==> src/fbst_pkg.sv <==
// Purpose: Shared constants and types for the FIFO boundary-scan test port
// Assumes: Both ends run on a 50 MHz system clock; tck is sampled, not a clock
// Notes:   Contract
// Contract
// Capture tdi on each rising tck edge
// Scan path through instruction, id or bypass
// Update tdo on each falling tck edge
// Drive tdo only in shift states
// Tms at rising tck steers state machine
// Low trst resets controller at once
// No power-up initialisation of the controller
// Reset by trst or five tms-high cycles
// Fifo outputs off until tap reset
// Tie trst to fifo master reset
// Hold trst low when scan unused; the tester drives trst_n high whenever it is idle
// Undriven tms, tdi, trst read high; no pull-ups are modelled on the link wires
// All synchronous to tck; idle tck low; the logic here runs on clk and samples tck
// Full sixteen-state controller with both paths
package fbst_pkg;

	localparam int IR_WIDTH        = 4;
	localparam int ID_WIDTH        = 32;
	localparam int TMS_RESET_COUNT = 5;
	localparam int TCK_HALF_DIV    = 4;

	// Instruction codes and the instruction capture value
	localparam logic [3:0] INS_IDCODE = 4'h2;
	localparam logic [3:0] INS_BYPASS = 4'hF;
	localparam logic [3:0] IR_CAPTURE = 4'h1;

	// Identity value, arbitrary
	localparam logic [31:0] ID_VALUE = 32'h1234_5679;

	typedef enum logic [15:0] {
		ST_RESET    = 16'h0001,
		ST_IDLE     = 16'h0002,
		ST_SEL_DR   = 16'h0004,
		ST_CAP_DR   = 16'h0008,
		ST_SHIFT_DR = 16'h0010,
		ST_EXIT1_DR = 16'h0020,
		ST_PAUSE_DR = 16'h0040,
		ST_EXIT2_DR = 16'h0080,
		ST_UPD_DR   = 16'h0100,
		ST_SEL_IR   = 16'h0200,
		ST_CAP_IR   = 16'h0400,
		ST_SHIFT_IR = 16'h0800,
		ST_EXIT1_IR = 16'h1000,
		ST_PAUSE_IR = 16'h2000,
		ST_EXIT2_IR = 16'h4000,
		ST_UPD_IR   = 16'h8000
	} fbst_state_type;

	// Next controller state for a tms level
	function automatic fbst_state_type fbst_next(input fbst_state_type s, input logic tms);
		case (s)
			ST_RESET:    fbst_next = tms ? ST_RESET : ST_IDLE;
			ST_IDLE:     fbst_next = tms ? ST_SEL_DR : ST_IDLE;
			ST_SEL_DR:   fbst_next = tms ? ST_SEL_IR : ST_CAP_DR;
			ST_CAP_DR:   fbst_next = tms ? ST_EXIT1_DR : ST_SHIFT_DR;
			ST_SHIFT_DR: fbst_next = tms ? ST_EXIT1_DR : ST_SHIFT_DR;
			ST_EXIT1_DR: fbst_next = tms ? ST_UPD_DR : ST_PAUSE_DR;
			ST_PAUSE_DR: fbst_next = tms ? ST_EXIT2_DR : ST_PAUSE_DR;
			ST_EXIT2_DR: fbst_next = tms ? ST_UPD_DR : ST_SHIFT_DR;
			ST_UPD_DR:   fbst_next = tms ? ST_SEL_DR : ST_IDLE;
			ST_SEL_IR:   fbst_next = tms ? ST_RESET : ST_CAP_IR;
			ST_CAP_IR:   fbst_next = tms ? ST_EXIT1_IR : ST_SHIFT_IR;
			ST_SHIFT_IR: fbst_next = tms ? ST_EXIT1_IR : ST_SHIFT_IR;
			ST_EXIT1_IR: fbst_next = tms ? ST_UPD_IR : ST_PAUSE_IR;
			ST_PAUSE_IR: fbst_next = tms ? ST_EXIT2_IR : ST_PAUSE_IR;
			ST_EXIT2_IR: fbst_next = tms ? ST_UPD_IR : ST_SHIFT_IR;
			ST_UPD_IR:   fbst_next = tms ? ST_SEL_DR : ST_IDLE;
			default:     fbst_next = ST_RESET;
		endcase
	endfunction

endpackage

==> src/fbst_link_if.sv <==
// Purpose: Boundary-scan link between tester end and device end
// Assumes: Tester samples tdo_o directly; tdo_oe_n is read only by the bench and checker
// Notes:   Enable signals are active low
`timescale 1ns/100ps
`default_nettype none
interface fbst_link_if;
	logic tck;
	logic tms;
	logic tdi;
	logic trst_n;
	logic tdo_o;
	logic tdo_oe_n;

	modport device (input tck, input tms, input tdi, input trst_n, output tdo_o, output tdo_oe_n);
	modport tester (output tck, output tms, output tdi, output trst_n, input tdo_o,
		input tdo_oe_n);
endinterface
`default_nettype wire

==> src/fbst_sync.sv <==
// Purpose: Two-flop synchroniser for link pins
// Assumes: Destination is clk
// Notes:   First stage read only by second
`timescale 1ns/100ps
`default_nettype none
module fbst_sync #(
	parameter int         W        = 1,
	parameter logic [0:0] INIT_VAL = 1'b1
) (
	input  wire logic         clk,
	input  wire logic         rstn,
	input  wire logic [W-1:0] d,
	output logic      [W-1:0] q
);
	logic [W-1:0] meta_ff;
	logic [W-1:0] sync_ff;

	// Refuse an empty bus at elaboration
	if (W < 1) begin : gen_bad_width
		$error("fbst_sync width must be positive");
	end

	// Two register stages
	always_ff @(posedge clk or negedge rstn) begin
		if (!rstn) begin
			meta_ff <= {W{INIT_VAL}};
			sync_ff <= {W{INIT_VAL}};
		end else begin
			meta_ff <= d;
			sync_ff <= meta_ff;
		end
	end

	assign q = sync_ff;
endmodule
`default_nettype wire

==> src/fbst_device.sv <==
// Purpose: Device end of the FIFO test access port
// Assumes: tck slower than clk/4; link pins synchronised here
// Notes:   Controller comes up in an unknown-reset condition, outputs off
`timescale 1ns/100ps
`default_nettype none
module fbst_device (
	input  wire logic   clk,
	input  wire logic   rstn,
	fbst_link_if.device link,
	input  wire logic   fifo_master_reset_n,
	output logic        fifo_out_enable,
	output logic [3:0]  instr,
	output logic        tap_in_reset
);
	logic [2:0] pins;
	logic       tck_s;
	logic       tms_s;
	logic       tdi_s;
	logic       trst_s_n;
	logic       tck_d_ff;
	logic       rise;
	logic       fall;
	logic       treset_n;

	fbst_pkg::fbst_state_type state_ff;
	fbst_pkg::fbst_state_type nxt_state;
	logic                                  was_reset_ff;
	logic                                  nxt_was_reset;
	logic [fbst_pkg::IR_WIDTH-1:0]        ir_sh_ff;
	logic [fbst_pkg::IR_WIDTH-1:0]        nxt_ir_sh;
	logic [fbst_pkg::IR_WIDTH-1:0]        ir_ff;
	logic [fbst_pkg::IR_WIDTH-1:0]        nxt_ir;
	logic [fbst_pkg::ID_WIDTH-1:0]        id_sh_ff;
	logic [fbst_pkg::ID_WIDTH-1:0]        nxt_id_sh;
	logic                                  byp_ff;
	logic                                  nxt_byp;
	logic                                  tdo_ff;
	logic                                  nxt_tdo;
	logic                                  tdo_en_ff;
	logic                                  nxt_tdo_en;
	logic [2:0]                            ones_ff;
	logic [2:0]                            nxt_ones;

	// Pin synchroniser resets high, tck synchroniser resets low; no pull-ups are modelled on the link wires
	fbst_sync #(.W(3), .INIT_VAL(1'b1)) u_sync (
		.clk  (clk),
		.rstn (rstn),
		.d    ({link.tms, link.tdi, link.trst_n}),
		.q    (pins)
	);
	fbst_sync #(.W(1), .INIT_VAL(1'b0)) u_sync_tck (
		.clk  (clk),
		.rstn (rstn),
		.d    (link.tck),
		.q    (tck_s)
	);
	assign tms_s    = pins[2];
	assign tdi_s    = pins[1];
	assign trst_s_n = pins[0];

	// Tck edge detection
	always_ff @(posedge clk or negedge rstn) begin
		if (!rstn) tck_d_ff <= 1'b0;
		else tck_d_ff <= tck_s;
	end
	assign rise = tck_s & ~tck_d_ff;
	assign fall = ~tck_s & tck_d_ff;

	// Controller reset: trst wins over any tck edge
	assign treset_n = trst_s_n & fifo_master_reset_n;

	// Shift states drive tdo; any other state leaves the pin released
	function automatic logic in_shift(input fbst_pkg::fbst_state_type s);
		in_shift = (s == fbst_pkg::ST_SHIFT_DR) || (s == fbst_pkg::ST_SHIFT_IR);
	endfunction

	// Identity register sits on the data path only under its own code
	function automatic logic id_selected(input logic [fbst_pkg::IR_WIDTH-1:0] ir);
		id_selected = (ir == fbst_pkg::INS_IDCODE);
	endfunction

	// Instruction port is four bits wide
	if (fbst_pkg::IR_WIDTH != 4) begin : gen_bad_ir
		$error("fbst_device needs a four-bit instruction");
	end

	// Tms run counter holds at most seven
	if (fbst_pkg::TMS_RESET_COUNT < 1 || fbst_pkg::TMS_RESET_COUNT > 7) begin : gen_bad_count
		$error("fbst_device tms reset count out of range");
	end

	// Identity register needs two bits to shift
	if (fbst_pkg::ID_WIDTH < 2) begin : gen_bad_id
		$error("fbst_device identity register too short");
	end

	// Capture value must fill the identity register
	if ($bits(fbst_pkg::ID_VALUE) != fbst_pkg::ID_WIDTH) begin : gen_bad_value
		$error("fbst_device identity value width mismatch");
	end

	// Controller and scan path next values
	always_comb begin
		nxt_state     = state_ff;
		nxt_was_reset = was_reset_ff;
		nxt_ones      = ones_ff;
		nxt_ir_sh     = ir_sh_ff;
		nxt_ir        = ir_ff;
		nxt_id_sh     = id_sh_ff;
		nxt_byp       = byp_ff;
		if (!treset_n) begin
			nxt_state     = fbst_pkg::ST_RESET;
			nxt_was_reset = 1'b1;
			nxt_ones      = 3'd0;
			nxt_ir        = fbst_pkg::INS_IDCODE;
		end else if (rise) begin
			nxt_state = fbst_pkg::fbst_next(state_ff, tms_s);
			case (state_ff)
				fbst_pkg::ST_RESET: nxt_ir = fbst_pkg::INS_IDCODE;
				fbst_pkg::ST_CAP_IR: nxt_ir_sh = fbst_pkg::IR_CAPTURE;
				fbst_pkg::ST_SHIFT_IR: nxt_ir_sh = {tdi_s, ir_sh_ff[fbst_pkg::IR_WIDTH-1:1]};
				fbst_pkg::ST_UPD_IR: nxt_ir = ir_sh_ff;
				fbst_pkg::ST_CAP_DR: begin
					nxt_id_sh = fbst_pkg::ID_VALUE;
					nxt_byp   = 1'b0;
				end
				fbst_pkg::ST_SHIFT_DR: begin
					if (id_selected(ir_ff))
						nxt_id_sh = {tdi_s, id_sh_ff[fbst_pkg::ID_WIDTH-1:1]};
					else
						nxt_byp = tdi_s;
				end
				default: nxt_byp = byp_ff;
			endcase
			// A run of tms-high rises forces reset from any unknown state
			if (tms_s) begin
				if (ones_ff < 3'(fbst_pkg::TMS_RESET_COUNT))
					nxt_ones = ones_ff + 3'd1;
				if (ones_ff >= 3'(fbst_pkg::TMS_RESET_COUNT - 1)) begin
					nxt_state     = fbst_pkg::ST_RESET;
					nxt_was_reset = 1'b1;
					nxt_ir        = fbst_pkg::INS_IDCODE;
				end
			end else begin
				nxt_ones = 3'd0;
			end
		end
	end

	// Tdo next values: on a seen falling tck, never before reset; trst clears the enable at once
	always_comb begin
		nxt_tdo    = tdo_ff;
		nxt_tdo_en = tdo_en_ff;
		if (!treset_n) begin
			nxt_tdo_en = 1'b0;
		end else if (fall && was_reset_ff) begin
			nxt_tdo_en = in_shift(state_ff);
			if (state_ff == fbst_pkg::ST_SHIFT_IR)
				nxt_tdo = ir_sh_ff[0];
			else if (id_selected(ir_ff))
				nxt_tdo = id_sh_ff[0];
			else
				nxt_tdo = byp_ff;
		end
	end

	// Reset bookkeeping; controller state left from power-up as unreset
	always_ff @(posedge clk or negedge rstn) begin
		if (!rstn) begin
			was_reset_ff <= 1'b0;
			ones_ff      <= 3'd0;
		end else begin
			was_reset_ff <= nxt_was_reset;
			ones_ff      <= nxt_ones;
		end
	end

	// Tdo pin registers
	always_ff @(posedge clk or negedge rstn) begin
		if (!rstn) begin
			tdo_ff    <= 1'b0;
			tdo_en_ff <= 1'b0;
		end else begin
			tdo_ff    <= nxt_tdo;
			tdo_en_ff <= nxt_tdo_en;
		end
	end

	// Scan registers carry no power-up value
	always_ff @(posedge clk) begin
		state_ff <= nxt_state;
		ir_sh_ff <= nxt_ir_sh;
		ir_ff    <= nxt_ir;
		id_sh_ff <= nxt_id_sh;
		byp_ff   <= nxt_byp;
	end

	// Link pin: enable low while the device drives tdo
	assign link.tdo_o    = tdo_ff;
	assign link.tdo_oe_n = ~tdo_en_ff;

	// Fifo side: outputs stay off until the controller has been reset
	assign fifo_out_enable = was_reset_ff;
	assign instr           = was_reset_ff ? ir_ff : fbst_pkg::INS_IDCODE;
	assign tap_in_reset    = was_reset_ff && (state_ff == fbst_pkg::ST_RESET);
endmodule
`default_nettype wire

==> src/flat_wrapper.sv <==
// flat-port wrapper written by rule: the top's interface ports become plain ports
module fbst_device_flat 
  (clk, rstn, fifo_master_reset_n, fifo_out_enable, instr, tap_in_reset, link_tck, link_tms, link_tdi, link_trst_n, link_tdo_o, link_tdo_oe_n);
  fbst_link_if link_i ();
  input  wire logic clk;
  input  wire logic rstn;
  input  wire logic fifo_master_reset_n;
  output logic fifo_out_enable;
  output logic [3:0] instr;
  output logic tap_in_reset;
  input wire logic [$bits(link_i.tck)-1:0] link_tck;
  input wire logic [$bits(link_i.tms)-1:0] link_tms;
  input wire logic [$bits(link_i.tdi)-1:0] link_tdi;
  input wire logic [$bits(link_i.trst_n)-1:0] link_trst_n;
  output wire logic [$bits(link_i.tdo_o)-1:0] link_tdo_o;
  output wire logic [$bits(link_i.tdo_oe_n)-1:0] link_tdo_oe_n;
  assign link_i.tck = link_tck;
  assign link_i.tms = link_tms;
  assign link_i.tdi = link_tdi;
  assign link_i.trst_n = link_trst_n;
  assign link_tdo_o = link_i.tdo_o;
  assign link_tdo_oe_n = link_i.tdo_oe_n;
  fbst_device u_core (.clk(clk), .rstn(rstn), .link(link_i), .fifo_master_reset_n(fifo_master_reset_n), .fifo_out_enable(fifo_out_enable), .instr(instr), .tap_in_reset(tap_in_reset));
endmodule
==> config.mk <==
export PLATFORM = sky130hd
export DESIGN_NAME = fbst_device_flat
export DESIGN_NICKNAME = d
export VERILOG_FILES = /design/src/fbst_pkg.sv /design/src/fbst_link_if.sv /design/src/fbst_sync.sv /design/src/fbst_device.sv /design/src/flat_wrapper.sv
export SDC_FILE = /design/constraint.sdc
export NUM_CORES = 1
export LEC_CHECK = 0
export BUFFER_PORTS_ARGS = -buffer_cell sky130_fd_sc_hd__clkbuf_2
export CORE_MARGIN = 3
export CORE_UTILIZATION = 43
export CTS_CLUSTER_SIZE = 14
export DETAILED_ROUTE_END_ITERATION = 10
export SETUP_SLACK_MARGIN = 0.2
export SLEW_MARGIN = 20
export SYNTH_ARGS = -nofsm -noshare
export SYNTH_HDL_FRONTEND = slang
export SYNTH_HIERARCHICAL = 1
export SYNTH_SLANG_ARGS = --single-unit
==> constraint.sdc <==
create_clock -name clk -period 9.5 [get_ports clk]
set_input_delay 0.475 -clock clk [delete_from_list [all_inputs] [get_ports clk]]
set_output_delay 0.475 -clock clk [all_outputs]
set_load 0.01 [all_outputs]
==> reports/metrics.csv, run 1 <==
stage;metric;value;unit
synthesis;post-synth cell types;46;
critical_path;Worst EP arrival;2.13;ns
pwr;Lkg Pwr;1.25;nW
pwr;peak supply drop;0.115;mV
pwr;internal power;0.482;mW
die;total die area;0.00846;mm2
synthesis;Syn Nets;292;
synthesis;FFs w/ async S/R, synth;20.8;%
global_routing;Tot GR Track Use;14.8;%
synthesis;mean post-synth cell area;11.2;um2
sta;setup TNS;0;ns
routing;initial drt markers;177;
die;DIE HEIGHT;92.0;um
synthesis;Synth Flop Type;edfxtp_1;
cts;CTS max path bufs;2;
sta;setup ws final;6.89;ns
pwr;Logic pwr share;2.3;%
critical_path;Max stage delay cell, worst path;nor4_2;
pwr;Flop pwr share;54.6;%
pwr;Net Sw Power;0.125;mW
outcome;status;completed;
routing;routed vias/inst;5.38;
routing;Antenna Violating Nets Remaining;0;
placement;placed cell area;0.00331;mm2
critical_path;reg2reg start;u_core/state_ff[12];
placement;port bufs;14;
routing;residual DRC count;0;
global_routing;first-pass GRT wire length;9800;um
pwr;Switching Fraction;20.7;%
routing;drt total wl;5880;um
sta;Final Setup Violations;0;
cells_and_area;n_diodes;0;
critical_path;Worst setup EP type;output port;
cts;htree depth;3;
pwr;Clock Power Share;43.1;%
critical_path;largest stage delay on the critical path;0.55;ns
cells_and_area;Final Instance Area;0.00352;mm2
routing;drt wl/cell;14.8;um
synthesis;Synth area leaders;edfxtp_1 (35%), dfxtp_1 (13%), dfrtp_1 (7.1%);
cts;clock latency on the worst-skew pair;0.34;ns
sta;RSZ-0062 raised after global routing;no;
critical_path;CP delay by family, top;simple AND/OR/NAND/NOR gates;
critical_path;critical path class;reg -> out;
cts;Num CTS Buffers;9;
placement;pre-CTS setup slack;7.08;ns
pwr;Pwr Density;173;mW/mm2
sta;Final min period;2.61;ns
sta;Slew HR;29.7;%
synthesis;Seq/Total Area, Yosys;59.6;%
sta;Final Max Slew Viols;0;
sta;Slew @ Worst Pin;1.05;ns
cells_and_area;share of cells above drive strength 1;14.3;%
cts;Clock Tree Root;clkbuf_8;
cts;CTS sink cnt;72;
cts;PostCTS Resize Cnt;0;
placement;dpl hpwl;3810;um
die;Top Ports;15;
synthesis;Synth area leader;edfxtp_1;
routing;1st-pass router iterations;5;
placement;Placed Cells;381;
global_routing;grt total ovfl;0;
critical_path;worst-path fanout max;11;
critical_path;CP Data Required Time;9.03;ns
synthesis;area share of the largest cell type after synthesis;34.9;%
cts;Post-CTS Hold Buffers;0;
sta;fin crit share;27.5;%
critical_path;critical path cell sequence;nor4_2 > nand3_1 > nor2_1 > and2_1 > clkbuf_2;
critical_path;crit start category;flop;
die;CORE AREA;0.00698;mm2
routing;via count;2137;
sta;clk_skew;0.00699;ns
cts;TritonCTS clock tree;built;
critical_path;CP Launch Point;u_core/state_ff[12];
pwr;Overall Power;0.607;mW
die;Die Wd;92.0;um
global_routing;vias in the first global route;1967;
die;Starting Density;45.6;%
placement;placer's final routability congestion estimate;0.832;
synthesis;Synth warnings;6;
sta;Max Fclk;0.383;GHz
sta;Hold WS;0.0363;ns
synthesis;Post-synth EDFFs;37;
cells_and_area;Util after Layout;50.4;%
synthesis;post-synthesis register bit count;72;
critical_path;Worst Path Buf+Inv;1;
die;row cnt;30;
run;maxcap violations;0;
cells_and_area;final cell count without fillers;397;
global_routing;initial antenna violation count;0;
cts;setup bufs post-CTS;0;
cells_and_area;most frequent cells in the layout;edfxtp_1 (37), and2_1 (26), nand2_1 (24);
sta;Hold Fails Final Rpt;0;
synthesis;Post-Syn Area;0.00318;mm2
cells_and_area;Area Overhead vs Synth;10.6;%
cts;Worst-path clk slew;0.08;ns
cells_and_area;commonest non-fill, non-tap cell in the layout;edfxtp_1;
global_routing;largest net degree at the start of global routing;37;
worst_hold_path;hold crit path type;in -> async;
cells_and_area;Layout Nets;305;
synthesis;Syn Inst Count;283;
## layout make-up
type                    count  area (um2)
clock buffers              11         131
inverters                   7        26.3
well taps                  96         120
clock inverters             5        80.1
multi-input cells         190        1180
flip-flops and latches     72        1890
repair buffers             16        85.1
fillers                   634        3460
## layer usage
metal / track usage [%] / part of all wire, % / vias to the layer above
met5: 0 / 0 / -
met4: 5.94 / 0.54 / 0
met3: 3.86 / 5.2 / 2
met2: 20.7 / 45 / 63
met1: 21.8 / 50 / 1032
li1: - / - / 1040
## synthesized netlist by cell type, types with 8 or more instances
library cell  instances
edfxtp_1             37
and2_1               26
nand2_1              24
dfxtp_1              20
nor2_1               19
nand2b_1             18
o21ai_0              15
nand3_1              11
nor3_1               11
dfrtp_1               9
a22o_1                8
## state kept, by name, summed over array words and instances, names as in the netlist
signal                     flops
u_core/u_sync_tck/meta_ff      1
u_core/ir_sh_ff                4
u_core/tdo_en_ff               1
u_core/ones_ff                 3
u_core/u_sync_tck/q            1
u_core/u_sync/q                3
u_core/tck_d_ff                1
u_core/link.tdo_o              1
u_core/fifo_out_enable         1
u_core/byp_ff                  1
u_core/state_ff               16
u_core/id_sh_ff               32
u_core/u_sync/meta_ff          3
u_core/ir_ff                   4
## path summary, 6_finish.rpt
path                       cells past startpoint  slack [ns]                   endpoint
setup / recovery                               5        6.89               tap_in_reset
setup reg to reg                               6        7.08        u_core/id_sh_ff[22]
hold / removal                                 1        0.04  u_core/u_sync_tck/meta_ff
min in group clk                               1        0.21   u_core/u_sync/meta_ff[0]
max in group asynchronous                      1        9.16         u_core/u_sync/q[1]
hold reg to reg                                0        0.36         u_core/u_sync/q[1]
## worst register-to-register path, cell delays in order, from the launching register on
cell and delay (ns):
dfxtp_1 0.43, or4_4 0.60, nor3b_4 0.27, and3_1 0.18, buf_4 0.30, a21oi_2 0.09, buf_4 0.27
## kinds of logic after synthesis
family	count (synthesis)	synth area share, %
mux	1	0.315
buf+inv	21	3.46
compound gates	43	9.17
fa+ha+maj	2	0.787
simple gates	137	24.8
xor+xnor	7	1.93
flops	72	59.6
## power by group through the flow
stage,clock network [mW],registers (mW),logic [mW]
floorplan,0,0.338,0.00802
global placement,0,0.338,0.0143
detailed placement,0,0.338,0.0142
CTS,0.268,0.331,0.0144
global route,0.281,0.332,0.0159
finish,0.262,0.331,0.0142
Power figures use the tool's default switching activity.
==> inputs of run 2 (changes only) <==
- clock period: 9.5 -> 2.7 ns (I/O delays scaled with it)
==> run 2 against run 1 <==
  * Sequential power grew to 3.5 times the previous value
  * Worst hold slack better by 0.065 ns
  * Largest cell class unchanged
  * Non-clock buffer count is 10 higher
  * Largest power group unchanged
  * Global-route usage is 0.46 points higher
  * Final cell count is 2.5% higher
==> reports/metrics.csv, run 2 (synthesis results as in run 1) <==
stage;metric;value;unit
cts;setup bufs post-CTS;0;
sta;Slew HR;60.4;%
pwr;Switching Fraction;23.0;%
die;row cnt;30;
worst_hold_path;Worst Hold Launch;fifo_master_reset_n;
routing;Antenna Violating Nets Remaining;0;
routing;via count;2109;
routing;1st-pass router iterations;4;
critical_path;largest stage delay on the critical path;0.62;ns
sta;clk_skew;0.0141;ns
cells_and_area;commonest non-fill, non-tap cell in the layout;edfxtp_1;
sta;Final min period;2.25;ns
cells_and_area;max reg flops;32;
routing;initial drt markers;157;
pwr;Logic pwr share;2.9;%
sta;Slew @ Worst Pin;0.585;ns
worst_hold_path;hold crit path type;in -> reg;
sta;Final Setup Violations;0;
cts;htree depth;3;
critical_path;reg2reg setup slack;0.45;ns
global_routing;grt total ovfl;0;
global_routing;vias in the first global route;2006;
die;Starting Density;45.6;%
critical_path;Worst setup EP type;flop;
global_routing;largest net degree at the start of global routing;33;
cts;clock latency on the worst-skew pair;0.34;ns
pwr;Flop pwr share;59.4;%
cts;Worst-path clk slew;0.09;ns
sta;setup TNS;0;ns
cells_and_area;Layout Nets;315;
critical_path;Max stage delay cell, worst path;or4_4;
routing;routed vias/inst;5.18;
die;total die area;0.00846;mm2
global_routing;initial antenna violation count;0;
cells_and_area;n_diodes;0;
critical_path;CP Launch Point;u_core/state_ff[14];
global_routing;Tot GR Track Use;15.3;%
cells_and_area;Area Overhead vs Synth;12.7;%
critical_path;critical path class;reg -> reg;
cts;Num CTS Buffers;9;
global_routing;first-pass GRT wire length;10100;um
cells_and_area;Largest Register;u_core/id_sh_ff;
cells_and_area;Util after Layout;51.3;%
worst_hold_path;hold path cells;3;
pwr;internal power;1.51;mW
pwr;peak supply drop;0.305;mV
pwr;Lkg Pwr;1.28;nW
run;maxcap violations;0;
critical_path;worst-path fanout max;31;
cells_and_area;most frequent cells in the layout;edfxtp_1 (37), and2_1 (26), nand2_1 (24);
sta;Hold Fails Final Rpt;0;
placement;pre-CTS setup slack;0.358;ns
cts;CTS max path bufs;2;
sta;Final Max Slew Viols;0;
die;DIE HEIGHT;92.0;um
critical_path;Worst Reg2Reg Path Length in Cells;5;
cts;Clock Tree Root;clkbuf_8;
sta;setup ws final;0.454;ns
sta;Max Fclk;0.445;GHz
critical_path;critical path cell sequence;or4_4 > nor3b_4 > and3_2 > buf_4 > nand2b_1;
critical_path;reg2reg end;u_core/id_sh_ff[12];
cells_and_area;share of cells above drive strength 1;16.4;%
routing;drt total wl;5880;um
placement;placer's final routability congestion estimate;0.867;
cts;TritonCTS clock tree;built;
critical_path;CP Data Required Time;2.79;ns
placement;port bufs;14;
pwr;Pwr Density;548;mW/mm2
placement;dpl hpwl;3930;um
sta;fin crit share;83.2;%
worst_hold_path;Endpoint, Worst Hold;u_core/ones_ff[1];
sta;RSZ-0062 raised after global routing;no;
critical_path;reg2reg start;u_core/state_ff[14];
cts;CTS sink cnt;72;
critical_path;crit start category;flop;
critical_path;Worst EP arrival;2.33;ns
die;Top Ports;15;
routing;drt wl/cell;14.5;um
cells_and_area;largest registers;u_core/id_sh_ff x32, u_core/state_ff x16;
pwr;Net Sw Power;0.452;mW
die;Die Wd;92.0;um
routing;residual DRC count;0;
outcome;status;completed;
die;CORE AREA;0.00698;mm2
pwr;Clock Power Share;37.7;%
==> run 2: cell count changes in the layout (fill, tap and decap cells not counted), sizes merged <==
cell | before | now
clkbuf | 25 | 23
clkinvlp | 1 | 2
clkinv | 1 | 4
buf | 2 | 7
dlygate4sd3 | 0 | 5
bufinv | 2 | 0
==> run 2: worst max-delay path by stage <==
stage,cells after the start,slack [ns],end
after floorplan,6,0.33,u_core/id_sh_ff[0]
after global placement,5,0.45,u_core/id_sh_ff[12]
after detailed placement,5,0.36,u_core/id_sh_ff[5]
after CTS,5,0.33,u_core/id_sh_ff[5]
after global routing,5,0.29,u_core/id_sh_ff[28]
final,5,0.45,u_core/id_sh_ff[12]
==> run 2: critical path, delay by kind of cell, from the launching register on <==
family | cells | cell delay (ns)
DFF | 1 | 0.41
and+or+nand+nor | 4 | 1.28
buffers and inverters | 1 | 0.29
==> run 2: layer usage <==
metal  track usage, %  part of all wire (%)  vias to the layer above
met5                0                     0                        -
li1                 -                     -                     1060
met1             24.3                    53                      989
met4             6.68                   1.9                        0
met2             19.6                    40                       50
met3             3.20                   5.0                       10
==> run 2: final cells by class <==
class / instances / area, um2
clock buffer: 9 / 124
clock inverter: 7 / 46.3
fill: 663 / 3400
inverter: 7 / 26.3
multi-input combinational: 190 / 1190
sequential: 72 / 1890
tap: 96 / 120
timing repair buffer: 26 / 185
==> run 2: metrics by stage <==
step	hold WS (ns)	total power [mW]	std cells	instance area (um2)
6_report	0.101	1.96	407	3580
3_3_place_gp	0.0598	1.24	386	3360
4_1_cts	0.0909	1.99	407	3580
5_1_grt	0.123	2.04	407	3580
3_5_place_dp	0.0627	1.24	386	3360
2_1_floorplan	-0.161	1.22	283	3190
==> run 2: power groups by stage <==
stage          Sequential [mW]  Combinational [mW]  Clock, mW
6_report                  1.17              0.0578      0.739
5_1_grt                   1.17              0.0647      0.811
4_1_cts                   1.17              0.0584      0.764
3_5_place_dp              1.19              0.0523          0
3_3_place_gp              1.19              0.0524          0
2_1_floorplan             1.19              0.0282          0
==> run 2: what timing repair did <==
item                                    4_1_cts  5_1_grt
endpoints found under the setup margin        0        8
resized for setup                             0        1
hold endpoints to repair                     19        0
hold buffers                                  5        0
